--- src/common/imc_pkg.sv ---
package imc_pkg;
	// register byte offsets
	localparam logic [7:0] A_PORT_STATUS    = 8'h00;
	localparam logic [7:0] A_PORT_CTL_ONE   = 8'h04;
	localparam logic [7:0] A_PORT_CTL_TWO   = 8'h08;
	localparam logic [7:0] A_SHIFT_BUFFER   = 8'h0c;
	localparam logic [7:0] A_SLAVE_RELOAD   = 8'h10;
	localparam logic [7:0] A_PERIPH_FLAGS_1 = 8'h14;
	localparam logic [7:0] A_PERIPH_ENABS_1 = 8'h18;
	localparam logic [7:0] A_PERIPH_FLAGS_2 = 8'h1c;
	localparam logic [7:0] A_PERIPH_ENABS_2 = 8'h20;
	// port_status fields
	localparam int B_STOP  = 4;
	localparam int B_START = 3;
	localparam int B_RW    = 2;
	localparam int B_BF    = 0;
	// port_control_one fields
	localparam int         B_WRITE_COLLISION_FLAG      = 7;
	localparam int         B_EN        = 5;
	localparam int         MODE_HI     = 3;
	localparam logic [3:0] MODE_MASTER = 4'h8;
	// port_control_two fields
	localparam int B_GCEN   = 7;
	localparam int B_ACK_RECEIVED_STATUS = 6;
	localparam int B_AKDT   = 5;
	localparam int B_ACK_SEND_REQUEST_BIT   = 4;
	localparam int B_RECEIVE_REQUEST_BIT   = 3;
	localparam int B_PEN    = 2;
	localparam int B_RESTART_REQUEST_BIT   = 1;
	localparam int B_SEN    = 0;
	// event and collision bit inside the flag and enable registers
	localparam int B_EVT = 3;
	localparam int B_BCL = 3;
	// sequencing constants
	localparam int         RELOAD_W  = 7;
	localparam logic [4:0] REQ_NONE  = 5'h00;
	localparam logic [3:0] LAST_DATA = 4'h7;
	localparam logic [3:0] ACK_BIT   = 4'h8;
	localparam logic [1:0] STEP_LOW  = 2'h0;
	localparam logic [1:0] STEP_HIGH = 2'h1;
	localparam logic [1:0] STEP_END  = 2'h2;
	localparam logic [6:0] BRG_ZERO  = 7'h00;
	localparam logic [6:0] RELOAD_RST = 7'h00;

	typedef enum logic [6:0] {
		S_IDLE   = 7'h01,
		S_START  = 7'h02,
		S_RSTART = 7'h04,
		S_TX     = 7'h08,
		S_RX     = 7'h10,
		S_ACK    = 7'h20,
		S_STOP   = 7'h40
	} imc_fsm_t;

	typedef struct packed {
		logic scl;
		logic sda;
	} imc_line_t;

	typedef struct packed {
		imc_fsm_t    st;
		logic [1:0]  step;
		logic [3:0]  bitn;
		logic [6:0]  brg;
		logic [7:0]  shreg;
		imc_line_t   sy1;
		imc_line_t   sy2;
		imc_line_t   prev;
		imc_line_t   drv;
		logic        en;
		logic [3:0]  mode;
		logic        write_collision_flag;
		logic [7:0]  ctl2;
		logic [7:0]  buf_q;
		logic        bf;
		logic [6:0]  reload;
		logic        stop_seen;
		logic        start_seen;
		logic        evt_flag;
		logic        bcl_flag;
		logic        evt_en;
		logic        bcl_en;
		logic [31:0] rdata;
		logic        slverr;
	} imc_state_t;
endpackage

--- src/rtl/imc_master_port.sv ---
// Our own choices: the address map and the APB interface to the registers.
`timescale 1ns/1ps
module imc_master_port (
	// clock and reset
	input  wire logic               pclk,
	input  wire logic               presetn,
	// apb slave
	input  wire logic               psel,
	input  wire logic               penable,
	input  wire logic               pwrite,
	input  wire logic [7:0]         paddr,
	input  wire logic [31:0]        pwdata,
	output logic [31:0]             prdata,
	output logic                    pready,
	output logic                    pslverr,
	// two-wire bus pins, open drain
	input  wire imc_pkg::imc_line_t line_i,
	output imc_pkg::imc_line_t      line_o,
	output imc_pkg::imc_line_t      line_oe_n,
	// port interrupt request
	output logic                    irq
);
	import imc_pkg::*;

	imc_state_t r;
	imc_state_t n;
	logic       master;
	logic       wr;
	logic       rd;
	logic       wr_ctl2;
	logic       wr_buf;
	logic       scl_hold;
	logic       tick;
	logic       start_det;
	logic       stop_det;
	logic       arb_lost;
	logic       evt_set;
	logic       bcl_set;
	logic       write_collision_flag_set;
	logic       fin;
	logic [4:0] req;
	logic [7:0] status_byte;
	logic [7:0] ctl1_byte;

	// lowest request bit wins, so one write never launches two operations
	function automatic logic [4:0] pick_req(input logic [4:0] w);
		logic [4:0] p;
		p = w & (~w + 5'h01);
		return p;
	endfunction

	// phases in which the line is expected high while we leave it released
	function automatic logic arb_phase(input imc_fsm_t s, input logic [1:0] p,
		input logic [3:0] b);
		logic ok;
		ok = 1'b0;
		case (s)
			S_START:  ok = 1'b1;
			S_RSTART: ok = (p == STEP_HIGH);
			S_TX:     ok = (p == STEP_HIGH) && (b != ACK_BIT);
			S_ACK:    ok = (p == STEP_HIGH);
			S_STOP:   ok = (p == STEP_END);
			default:  ok = 1'b0;
		endcase
		return ok;
	endfunction

	function automatic logic is_mapped(input logic [7:0] a);
		return (a == A_PORT_STATUS) || (a == A_PORT_CTL_ONE) ||
			(a == A_PORT_CTL_TWO) || (a == A_SHIFT_BUFFER) ||
			(a == A_SLAVE_RELOAD) || (a == A_PERIPH_FLAGS_1) ||
			(a == A_PERIPH_ENABS_1) || (a == A_PERIPH_FLAGS_2) ||
			(a == A_PERIPH_ENABS_2);
	endfunction

	// decode of mode and enable; one write can set mode and enable together
	assign master   = r.en && (r.mode == MODE_MASTER);
	assign wr       = psel && penable && pwrite;
	assign rd       = psel && penable && !pwrite;
	assign wr_ctl2  = wr && (paddr == A_PORT_CTL_TWO);
	assign wr_buf   = wr && (paddr == A_SHIFT_BUFFER);
	// another device stretching the clock stalls the baud count
	assign scl_hold = !r.drv.scl && !r.sy2.scl && (r.st != S_START);
	assign tick     = (r.st != S_IDLE) && (r.brg == BRG_ZERO) && !scl_hold;
	// conditions seen on the synchronised lines
	assign start_det = r.prev.sda && !r.sy2.sda && r.sy2.scl && r.prev.scl;
	assign stop_det  = !r.prev.sda && r.sy2.sda && r.sy2.scl && r.prev.scl;
	// released data sampled low, or clock lost during a start
	assign arb_lost = tick && ((arb_phase(r.st, r.step, r.bitn) && !r.drv.sda &&
		!r.sy2.sda) || ((r.st == S_START) && !r.sy2.scl));

	assign status_byte = {3'h0, r.stop_seen, r.start_seen, r.st == S_TX, 1'b0, r.bf};
	assign ctl1_byte   = {r.write_collision_flag, 1'b0, r.en, 1'b0, r.mode};

	// next state of the whole port
	always_comb begin
		n = r;
		evt_set = 1'b0;
		bcl_set = 1'b0;
		write_collision_flag_set = 1'b0;
		fin = 1'b0;
		req = REQ_NONE;
		n.sy1 = line_i;
		n.sy2 = r.sy1;
		n.prev = r.sy2;
		// baud generator reloads whenever idle, stalled or expired
		if (r.st == S_IDLE || scl_hold || r.brg == BRG_ZERO)
			n.brg = r.reload;
		else
			n.brg = r.brg - 7'h01;
		// read data is captured in the setup phase for a zero-wait access
		if (psel && !penable) begin
			n.slverr = !is_mapped(paddr);
			n.rdata = 32'h0;
			if (paddr == A_PORT_STATUS)
				n.rdata[7:0] = status_byte;
			else if (paddr == A_PORT_CTL_ONE)
				n.rdata[7:0] = ctl1_byte;
			else if (paddr == A_PORT_CTL_TWO)
				n.rdata[7:0] = r.ctl2;
			else if (paddr == A_SHIFT_BUFFER)
				n.rdata[7:0] = r.buf_q;
			else if (paddr == A_SLAVE_RELOAD)
				n.rdata[RELOAD_W-1:0] = r.reload;
			else if (paddr == A_PERIPH_FLAGS_1)
				n.rdata[B_EVT] = r.evt_flag;
			else if (paddr == A_PERIPH_ENABS_1)
				n.rdata[B_EVT] = r.evt_en;
			else if (paddr == A_PERIPH_FLAGS_2)
				n.rdata[B_BCL] = r.bcl_flag;
			else if (paddr == A_PERIPH_ENABS_2)
				n.rdata[B_BCL] = r.bcl_en;
		end
		// register writes at the access phase
		if (wr) begin
			if (paddr == A_PORT_CTL_ONE) begin
				n.write_collision_flag = pwdata[B_WRITE_COLLISION_FLAG];
				n.en = pwdata[B_EN];
				n.mode = pwdata[MODE_HI:0];
			end else if (paddr == A_PORT_CTL_TWO) begin
				n.ctl2[B_GCEN] = pwdata[B_GCEN];
				n.ctl2[B_AKDT] = pwdata[B_AKDT];
				// request bits are dropped unless the port is in master mode and idle
				if (master && r.st == S_IDLE)
					req = pick_req(pwdata[B_ACK_SEND_REQUEST_BIT:B_SEN]);
			end else if (paddr == A_SHIFT_BUFFER) begin
				if (r.st != S_IDLE) begin
					write_collision_flag_set = 1'b1;
				end else begin
					n.buf_q = pwdata[7:0];
					n.shreg = pwdata[7:0];
				end
			end else if (paddr == A_SLAVE_RELOAD) begin
				n.reload = pwdata[RELOAD_W-1:0];
			end else if (paddr == A_PERIPH_FLAGS_1) begin
				n.evt_flag = pwdata[B_EVT];
			end else if (paddr == A_PERIPH_ENABS_1) begin
				n.evt_en = pwdata[B_EVT];
			end else if (paddr == A_PERIPH_FLAGS_2) begin
				n.bcl_flag = pwdata[B_BCL];
			end else if (paddr == A_PERIPH_ENABS_2) begin
				n.bcl_en = pwdata[B_BCL];
			end
		end
		if (rd && paddr == A_SHIFT_BUFFER)
			n.bf = 1'b0;
		// launch of an accepted operation
		if (req != REQ_NONE || (wr_buf && master && r.st == S_IDLE)) begin
			n.ctl2[B_ACK_SEND_REQUEST_BIT:B_SEN] = req;
			n.step = STEP_LOW;
			n.bitn = 4'h0;
		end
		if (req[B_SEN]) begin
			n.st = S_START;
		end else if (req[B_RESTART_REQUEST_BIT]) begin
			n.st = S_RSTART;
			n.drv.scl = 1'b1;
			n.drv.sda = 1'b0;
		end else if (req[B_PEN]) begin
			n.st = S_STOP;
			n.drv.scl = 1'b1;
			n.drv.sda = 1'b1;
		end else if (req[B_RECEIVE_REQUEST_BIT]) begin
			n.st = S_RX;
			n.drv.scl = 1'b1;
			n.drv.sda = 1'b0;
		end else if (req[B_ACK_SEND_REQUEST_BIT]) begin
			n.st = S_ACK;
			n.drv.scl = 1'b1;
			n.drv.sda = !pwdata[B_AKDT];
		end else if (wr_buf && master && r.st == S_IDLE) begin
			n.st = S_TX;
			n.bf = 1'b1;
			n.drv.scl = 1'b1;
			n.drv.sda = !pwdata[7];
		end
		// bit sequencer, one step per baud expiry; hardware owns both lines
		if (tick) begin
			case (r.st)
				S_START: begin
					if (r.step == STEP_LOW) begin
						n.drv.sda = 1'b1;
						n.step = STEP_HIGH;
					end else begin
						fin = 1'b1;
					end
				end
				S_RSTART: begin
					if (r.step == STEP_LOW) begin
						n.drv.scl = 1'b0;
						n.step = STEP_HIGH;
					end else if (r.step == STEP_HIGH) begin
						n.drv.sda = 1'b1;
						n.step = STEP_END;
					end else begin
						fin = 1'b1;
					end
				end
				S_STOP: begin
					if (r.step == STEP_LOW) begin
						n.drv.scl = 1'b0;
						n.step = STEP_HIGH;
					end else if (r.step == STEP_HIGH) begin
						n.drv.sda = 1'b0;
						n.step = STEP_END;
					end else begin
						fin = 1'b1;
					end
				end
				S_TX, S_RX, S_ACK: begin
					if (r.step == STEP_LOW) begin
						n.drv.scl = 1'b0;
						n.step = STEP_HIGH;
					end else begin
						// data changes with the clock edge; both lines switch on the same pclk edge, no hold
						n.drv.scl = 1'b1;
						n.step = STEP_LOW;
						n.bitn = r.bitn + 4'h1;
						if (r.st == S_TX) begin
							if (r.bitn == ACK_BIT) begin
								n.ctl2[B_ACK_RECEIVED_STATUS] = r.sy2.sda;
								n.bf = 1'b0;
								fin = 1'b1;
							end else begin
								n.shreg = {r.shreg[6:0], 1'b0};
								n.drv.sda = (r.bitn == LAST_DATA) ? 1'b0 : !r.shreg[6];
							end
						end else if (r.st == S_RX) begin
							n.shreg = {r.shreg[6:0], r.sy2.sda};
							if (r.bitn == LAST_DATA) begin
								n.buf_q = {r.shreg[6:0], r.sy2.sda};
								n.bf = 1'b1;
								fin = 1'b1;
							end
						end else begin
							n.drv.sda = 1'b0;
							fin = 1'b1;
						end
					end
				end
				default: begin
					fin = 1'b0;
				end
			endcase
		end
		// completion: request bit clears and the event flag rises
		if (fin) begin
			n.st = S_IDLE;
			n.ctl2[B_ACK_SEND_REQUEST_BIT:B_SEN] = REQ_NONE;
			n.step = STEP_LOW;
			n.bitn = 4'h0;
			evt_set = 1'b1;
		end
		// lost arbitration: give both lines up and return to idle
		if (arb_lost) begin
			n.st = S_IDLE;
			n.drv = '0;
			n.ctl2[B_ACK_SEND_REQUEST_BIT:B_SEN] = REQ_NONE;
			n.step = STEP_LOW;
			n.bitn = 4'h0;
			bcl_set = 1'b1;
		end
		// bus condition watch runs while the port is on
		if (r.en && start_det) begin
			n.start_seen = 1'b1;
			n.stop_seen = 1'b0;
			evt_set = 1'b1;
		end
		if (r.en && stop_det) begin
			n.stop_seen = 1'b1;
			n.start_seen = 1'b0;
			evt_set = 1'b1;
		end
		// leaving master mode releases the bus; disabling forgets bus state
		if (!master) begin
			n.st = S_IDLE;
			n.drv = '0;
			n.ctl2[B_ACK_SEND_REQUEST_BIT:B_SEN] = REQ_NONE;
		end
		if (!r.en) begin
			n.start_seen = 1'b0;
			n.stop_seen = 1'b0;
		end
		// hardware sets win over a software clear in the same cycle
		n.evt_flag = n.evt_flag | evt_set;
		n.bcl_flag = n.bcl_flag | bcl_set;
		n.write_collision_flag = n.write_collision_flag | write_collision_flag_set;
	end

	// single state register; reset also clears the seen bits
	always_ff @(posedge pclk or negedge presetn) begin
		if (!presetn) begin
			r <= '0;
			r.st <= S_IDLE;
			r.reload <= RELOAD_RST;
		end else begin
			r <= n;
		end
	end

	// outputs: pins only ever pull low
	assign line_o    = '0;
	assign line_oe_n = imc_line_t'(~r.drv);
	assign prdata    = r.rdata;
	assign pready    = 1'b1;
	assign pslverr   = r.slverr;
	assign irq       = (r.evt_flag && r.evt_en) || (r.bcl_flag && r.bcl_en);

	chk_evt_raise: assert property (@(posedge pclk) disable iff (!presetn)
		evt_set |=> r.evt_flag) else $error("event flag not raised");
	chk_seen_clear: assert property (@(posedge pclk) disable iff (!presetn)
		!r.en |=> !r.start_seen && !r.stop_seen) else $error("seen bits kept");
	chk_stop_free: assert property (@(posedge pclk) disable iff (!presetn)
		r.en && stop_det |=> r.stop_seen && !r.start_seen && r.evt_flag)
		else $error("stop not reported");
	chk_lines_free: assert property (@(posedge pclk) disable iff (!presetn)
		!master |=> line_oe_n.scl && line_oe_n.sda) else $error("lines held");
	chk_arb_loss: assert property (@(posedge pclk) disable iff (!presetn)
		arb_lost |=> r.bcl_flag && r.st == S_IDLE && !r.drv.scl)
		else $error("collision not handled");
	chk_start_take: assert property (@(posedge pclk) disable iff (!presetn)
		wr_ctl2 && master && r.st == S_IDLE && pwdata[B_SEN]
		|=> r.st == S_START && r.ctl2[B_SEN]) else $error("start not taken");
	chk_tx_begin: assert property (@(posedge pclk) disable iff (!presetn)
		wr_buf && master && r.st == S_IDLE |=> (r.st == S_TX && r.bf) [*2])
		else $error("transmit not begun");
	chk_no_queue: assert property (@(posedge pclk) disable iff (!presetn)
		wr_ctl2 && r.st != S_IDLE
		|=> (r.ctl2[B_ACK_SEND_REQUEST_BIT:B_SEN] & ~$past(r.ctl2[B_ACK_SEND_REQUEST_BIT:B_SEN])) == REQ_NONE)
		else $error("request queued");
	chk_write_collision_flag_set: assert property (@(posedge pclk) disable iff (!presetn)
		wr_buf && r.st != S_IDLE |=> r.write_collision_flag && $stable(r.buf_q))
		else $error("busy buffer write taken");
	chk_brg_load: assert property (@(posedge pclk) disable iff (!presetn)
		r.st == S_IDLE |=> r.brg == $past(r.reload)) else $error("bad reload");
	chk_ack_store: assert property (@(posedge pclk) disable iff (!presetn)
		master && tick && r.st == S_TX && r.step == STEP_HIGH && r.bitn == ACK_BIT
		|=> r.ctl2[B_ACK_RECEIVED_STATUS] == $past(r.sy2.sda) && r.evt_flag && r.st == S_IDLE)
		else $error("ack not stored");
	chk_start_end: assert property (@(posedge pclk) disable iff (!presetn)
		master && tick && r.st == S_START && r.step == STEP_HIGH && !arb_lost
		|=> !r.ctl2[B_SEN] && r.drv.sda && r.st == S_IDLE)
		else $error("start not completed");
endmodule // imc_master_port

--- config.mk ---
export PLATFORM = sky130hd
export DESIGN_NAME = imc_master_port
export DESIGN_NICKNAME = d
export VERILOG_FILES = /design/src/common/imc_pkg.sv /design/src/rtl/imc_master_port.sv
export SDC_FILE = /design/constraint.sdc
export NUM_CORES = 1
export LEC_CHECK = 0
export BUFFER_PORTS_ARGS = -buffer_cell sky130_fd_sc_hd__buf_2
export CORE_ASPECT_RATIO = 1.5
export CORE_MARGIN = 4
export CORE_UTILIZATION = 61
export CTS_CLUSTER_DIAMETER = 80
export DETAILED_ROUTE_END_ITERATION = 8
export GPL_TIMING_DRIVEN = 0
export PLACE_DENSITY = 0.86
export SYNTH_ARGS = -nofsm -noshare
export SYNTH_HDL_FRONTEND = slang
export SYNTH_SLANG_ARGS = --single-unit
--- constraint.sdc ---
create_clock -name pclk -period 4.1 [get_ports pclk]
set_clock_uncertainty 0.1 [all_clocks]
set_input_delay 0.82 -clock pclk [delete_from_list [all_inputs] [get_ports pclk]]
set_output_delay 0.82 -clock pclk [all_outputs]
set_load 0.01 [all_outputs]
# Yosys cells after proc, flatten, opt, wreduce, memory -nomap -nowiden
# Index checks and enable logic that the tools add are counted.
# word_totals
regBits	81
inputBits	47
output_inout_bits	39
elab_cells	272
# classes
n_addsub	3
n_eq_ne	26
mux	132
bitwise_logic	14
reduce_logical	67
# op_table
op	n
8-bit two-way mux	20
7-bit two-way mux	9
1-bit two-way mux	55
9-bit two-way mux	5
5-bit two-way mux	8
8-bit by 5-bit equality test with 1-bit output (second input constant)	4
2-bit two-way mux	16
1-bit logical AND	29
4-bit two-way mux	7
13-bit two-way mux	2
8-bit by 4-bit equality test with 1-bit output (second input constant)	2
1-bit logical OR	13
1-bit zero test	12
6-bit two-way mux	2
5-bit AND reduction	2
3-bit two-way mux	3
9-bit by 1-bit != test with 1-bit output (second input constant)	1
9-bit AND reduction	1
4-bit equality test (second input constant)	2
8-bit by 3-bit equality test with 1-bit output (second input constant)	1
8-bit by 6-bit equality test with 1-bit output (second input constant)	1
8-bit zero test	1
1-bit NOT	8
1-bit case mux with 4 select lines	2
other kinds (33)	36

# Logic depth before layout (Yosys ltp)
# logic_depth
depth_word	19
ltp_mapped	8
ltp_nobuf	8

# Worst setup path after synthesis
# No wires, ideal clock.
# synth_timing
path_kind	in2reg
startpoint	input paddr[1]
endpoint	register r[39] (netlist bit)
setup_ps	125
arrival_time_ps	2399
required_time_ps	3875
path_slack_ps	1476
cell_stages	5
path_buffers	1
cell_sequence	or4_1 > and4bb_2 > and2_1 > buf_2 > mux2_2
# synth_between
elab_chain_len	3
word_cells_on_any_way	8
# synth_rtl
element	line_no	rtl
start, declared	imc_master_port.sv:11	input wire logic [7:0] paddr,
8-bit by 4-bit equality test with 1-bit output (tied with other cells)	imc_master_port.sv:146	end else if (paddr == A_SHIFT_BUFFER) begin
1-bit NOT (no line)	--	
5-bit AND reduction (no line) *	--	
end signal, assigned	imc_master_port.sv:317	r <= n;
end, declared	imc_master_port.sv:25	imc_state_t r;
# Mark *: on every way between the ends. The rest lies on a longest branch, timed or not.
# A chain may end at the register's enable or synchronous reset.

# Final worst setup path
# layout_timing
startpoint	register r[98] (netlist bit)
endpoint	register r[61] (netlist bit)
# layout_between
elab_chain_len	5
word_cells_on_any_way	11
# layout_rtl
element	line_no	rtl
7-bit by 2-bit != test with 1-bit output	imc_master_port.sv:83	assign scl_hold = !r.drv.scl && !r.sy2.scl && (r.st != S_START);
1-bit logical AND	imc_master_port.sv:83	
1-bit zero test	imc_master_port.sv:84	assign tick = (r.st != S_IDLE) && (r.brg == BRG_ZERO) && !scl_hold;
1-bit logical AND	imc_master_port.sv:84	
5-bit AND reduction (no line) *	--	
# Marked as above.

==> impl_metrics.json <==
{
  "relSlewSlack": 0.353,
  "yosys.area.top_type": "dfrtp_1",
  "post_drt_wl_per_cell_um": 18.9,
  "crit_chain": "buf_2, or4_4, nor3_1, o22a_1, nand2_1, nor3_1, mux2_2",
  "startpoint_type": "flop",
  "syn-cell-area_um2": 4910,
  "async_flop_share": 1.00,
  "via_per_inst": 6.21,
  "hp-class": "reg -> reg",
  "area_growth_pct": 14.7,
  "routedLengthMet1_um": 4680,
  "p_leak_nw": 2.48,
  "numCtsBuffers": 9,
  "maxUsedRoutingLayer": "met4",
  "worstReg2RegEnd": "r[61]",
  "synthTopCellsByArea": "dfrtp_1 40%, buf_4 5.5%, mux2_2 4.6%",
  "root_buffer": "clkbuf_16",
  "start_util": 0.633,
  "grt_pass1_vias": 4250,
  "required_ns": 4.23,
  "fin_crit_ns": 2.92,
  "critPathArrivalTime_ns": 3.05,
  "worst-setup-path-type": "reg -> reg",
  "p_switching_uw": 415,
  "r2r_start": "r[98]",
  "n_fill_cell": 583,
  "syn_inst": 529,
  "grt_pass1_wl_um": 21200,
  "finalWirelength_um": 13300,
  "clock_power_share": 0.474,
  "boundaryPins": 86,
  "clk_path_buf_depth": 2,
  "synth_edf_count": 0,
  "crit_slowest_cell": "or4_4",
  "path_depth": 7,
  "power_density_nw_per_um2": 319,
  "clock_latency_ns": 0.35,
  "wl_met3_um": 1040,
  "tightest_slew_ns": 0.967,
  "endpoint_kind": "flop",
  "drtIter0Drc": 479,
  "grtUsageTotal": 0.291,
  "dp_hpwl_um": 9920,
  "setup_violations": 0,
  "vdd_drop_max_v": 0.000254,
  "fmax_ghz": 0.342,
  "seqCellArea_um2": 2000,
  "cpLargestDelayFamily": "simple AND/OR/NAND/NOR gates",
  "ys_ff_latch": 80,
  "ys_warn_count": 0,
  "hold_buffers": 0,
  "yosys.cell_types.count": 74,
  "die_h_um": 118,
  "path_buf_inv": 1,
  "cts_resized": 0,
  "grt_max_degree": 54,
  "gp_congestion": 0.990,
  "io_buffers": 32,
  "rsz0062_at_grt": "no",
  "ff2ff_path_depth": 7,
  "hold_violations": 0,
  "ys.flop_type": "dfrtp_1",
  "diodes": 0,
  "hold_depth": 0,
  "yosysSeqAreaShare": 0.408,
  "die_area_um2": 9590,
  "mostFrequentLayoutCell": "dfrtp_1",
  "final_nets": 649,
  "min_from": "n[73]",
  "p_sw_frac": 0.230,
  "cts_tree": "built",
  "fin_tns_setup_ns": 0,
  "die_w_um": 81.3,
  "path_max_fanout": 10,
  "rows": 39,
  "layout-drive-gt1-share": 0.218,
  "h-tree-depth": 3,
  "status": "complete, no violations",
  "final_cell_mix": "79 x dfrtp_1, 46 x nor2_1, 45 x nand2_1, 43 x o21ai_0, 38 x buf_2",
  "rrSetupSlack_ns": 1.18,
  "p_int_mw": 1.38,
  "postCtsSetupBuffers": 0,
  "drc": 0,
  "max_stage_delay_ns": 0.57,
  "maxCapViolations": 0,
  "combPwrFrac": 0.074,
  "pwr-share-seq": 0.452,
  "synth_top_area_share": 0.402,
  "maxSlewViolCount": 0,
  "cts.sinks": 80,
  "grt_overflow": 0,
  "path_common_cell": "nor3_1",
  "syn_avg_cell_area_um2": 9.29,
  "fin_crit_sh": 0.712,
  "multi_input_area_um2": 2560,
  "wl_met2_um": 6710,
  "holdPathEnd": "n[71]",
  "path_clk_slew_ns": 0.06,
  "core-area_um2": 7760,
  "vias": 4372,
  "holdWs_ns": 0.247,
  "antenna_found_initial": 0,
  "detailedRoute.firstPassIterationCount": 5,
  "antenna_left": 0
}
[per-stage QoR]
stage,instance area (µm²),power (mW),utilization,std cells,setup slack (ns)
floorplan,5010,0.900,-,554,1.48
global placement,5300,0.950,0.683,688,0.992
detailed placement,5330,0.958,0.687,689,0.953
CTS,5640,1.80,0.726,704,1.26
global route,5640,1.86,0.726,704,1.13
finish,5640,1.80,0.726,704,1.18
[routing by layer]
layer,global-route usage,vias up
met5,0,-
met3,0.0597,71
li1,-,1988
met1,0.329,2059
met2,0.477,254
met4,0.196,0
[power groups by stage]
| stage | sequential, mW | clock [mW] | combinational (mW) |
|---|---|---|---|
| after floorplan | 0.824 | 0 | 0.0767 |
| after global placement | 0.826 | 0 | 0.124 |
| after detailed placement | 0.827 | 0 | 0.131 |
| after CTS | 0.813 | 0.855 | 0.132 |
| after global routing | 0.814 | 0.896 | 0.147 |
| final | 0.813 | 0.853 | 0.134 |
[synthesized netlist by cell type (all sizes together), types with 4 or more instances]
cell / instances
a2bb2oi: 4
mux2i: 18
mux2: 20
buf: 45
xnor2: 6
nand2b: 5
o211ai: 6
inv: 19
ha: 4
or4: 4
o31ai: 4
dfrtp: 79
nand3: 14
nand3b: 5
and3: 5
o21ai: 45
xor2: 4
nor4bb: 5
nor2b: 4
nand4: 8
clkbuf: 13
a21oi: 33
nor3: 18
nand2: 45
nor4: 9
nor2: 46
[worst max path at each step]
| stage | start | to | slack (ns) |
|---|---|---|---|
| after floorplan | paddr[1] | r[39] | 1.48 |
| after global placement | paddr[1] | r[95] | 0.99 |
| after detailed placement | paddr[1] | r[94] | 0.95 |
| after CTS | r[98] | r[61] | 1.26 |
| after global routing | r[98] | r[61] | 1.13 |
| final | r[98] | r[61] | 1.18 |
[kinds of logic (layout without fill, tap and decap cells)]
family / after synthesis / in the layout / share of synthesized area
muxes: 38 / 38 / 0.0825
other: 2 / 27 / 0.00153
xor gates and xnor gates: 10 / 10 / 0.0178
and+or+nand+nor: 189 / 189 / 0.214
DFF: 80 / 80 / 0.408
adders and majority gates: 4 / 4 / 0.0102
buffers and inverters: 77 / 125 / 0.0911
AOI/OAI and AO/OA: 129 / 129 / 0.176
[area by class of cell]
| type | instances | share of cell area |
|---|---|---|
| plain buffers | 58 | 0.0668 |
| clock buffers | 10 | 0.0406 |
| clock inverters | 5 | 0.0144 |
| inverters | 19 | 0.0127 |
| multi-input cells | 397 | 0.454 |
| flip-flops and latches | 80 | 0.355 |
| well taps | 102 | 0.0226 |
| repair buffers | 33 | 0.0337 |
[state kept, by name (all words and copies together), names as in the netlist]
name / cells
n: 4
r: 61
pslverr: 1
ctl1_byte: 6
prdata: 8
(Power assumes the default switching activity.)
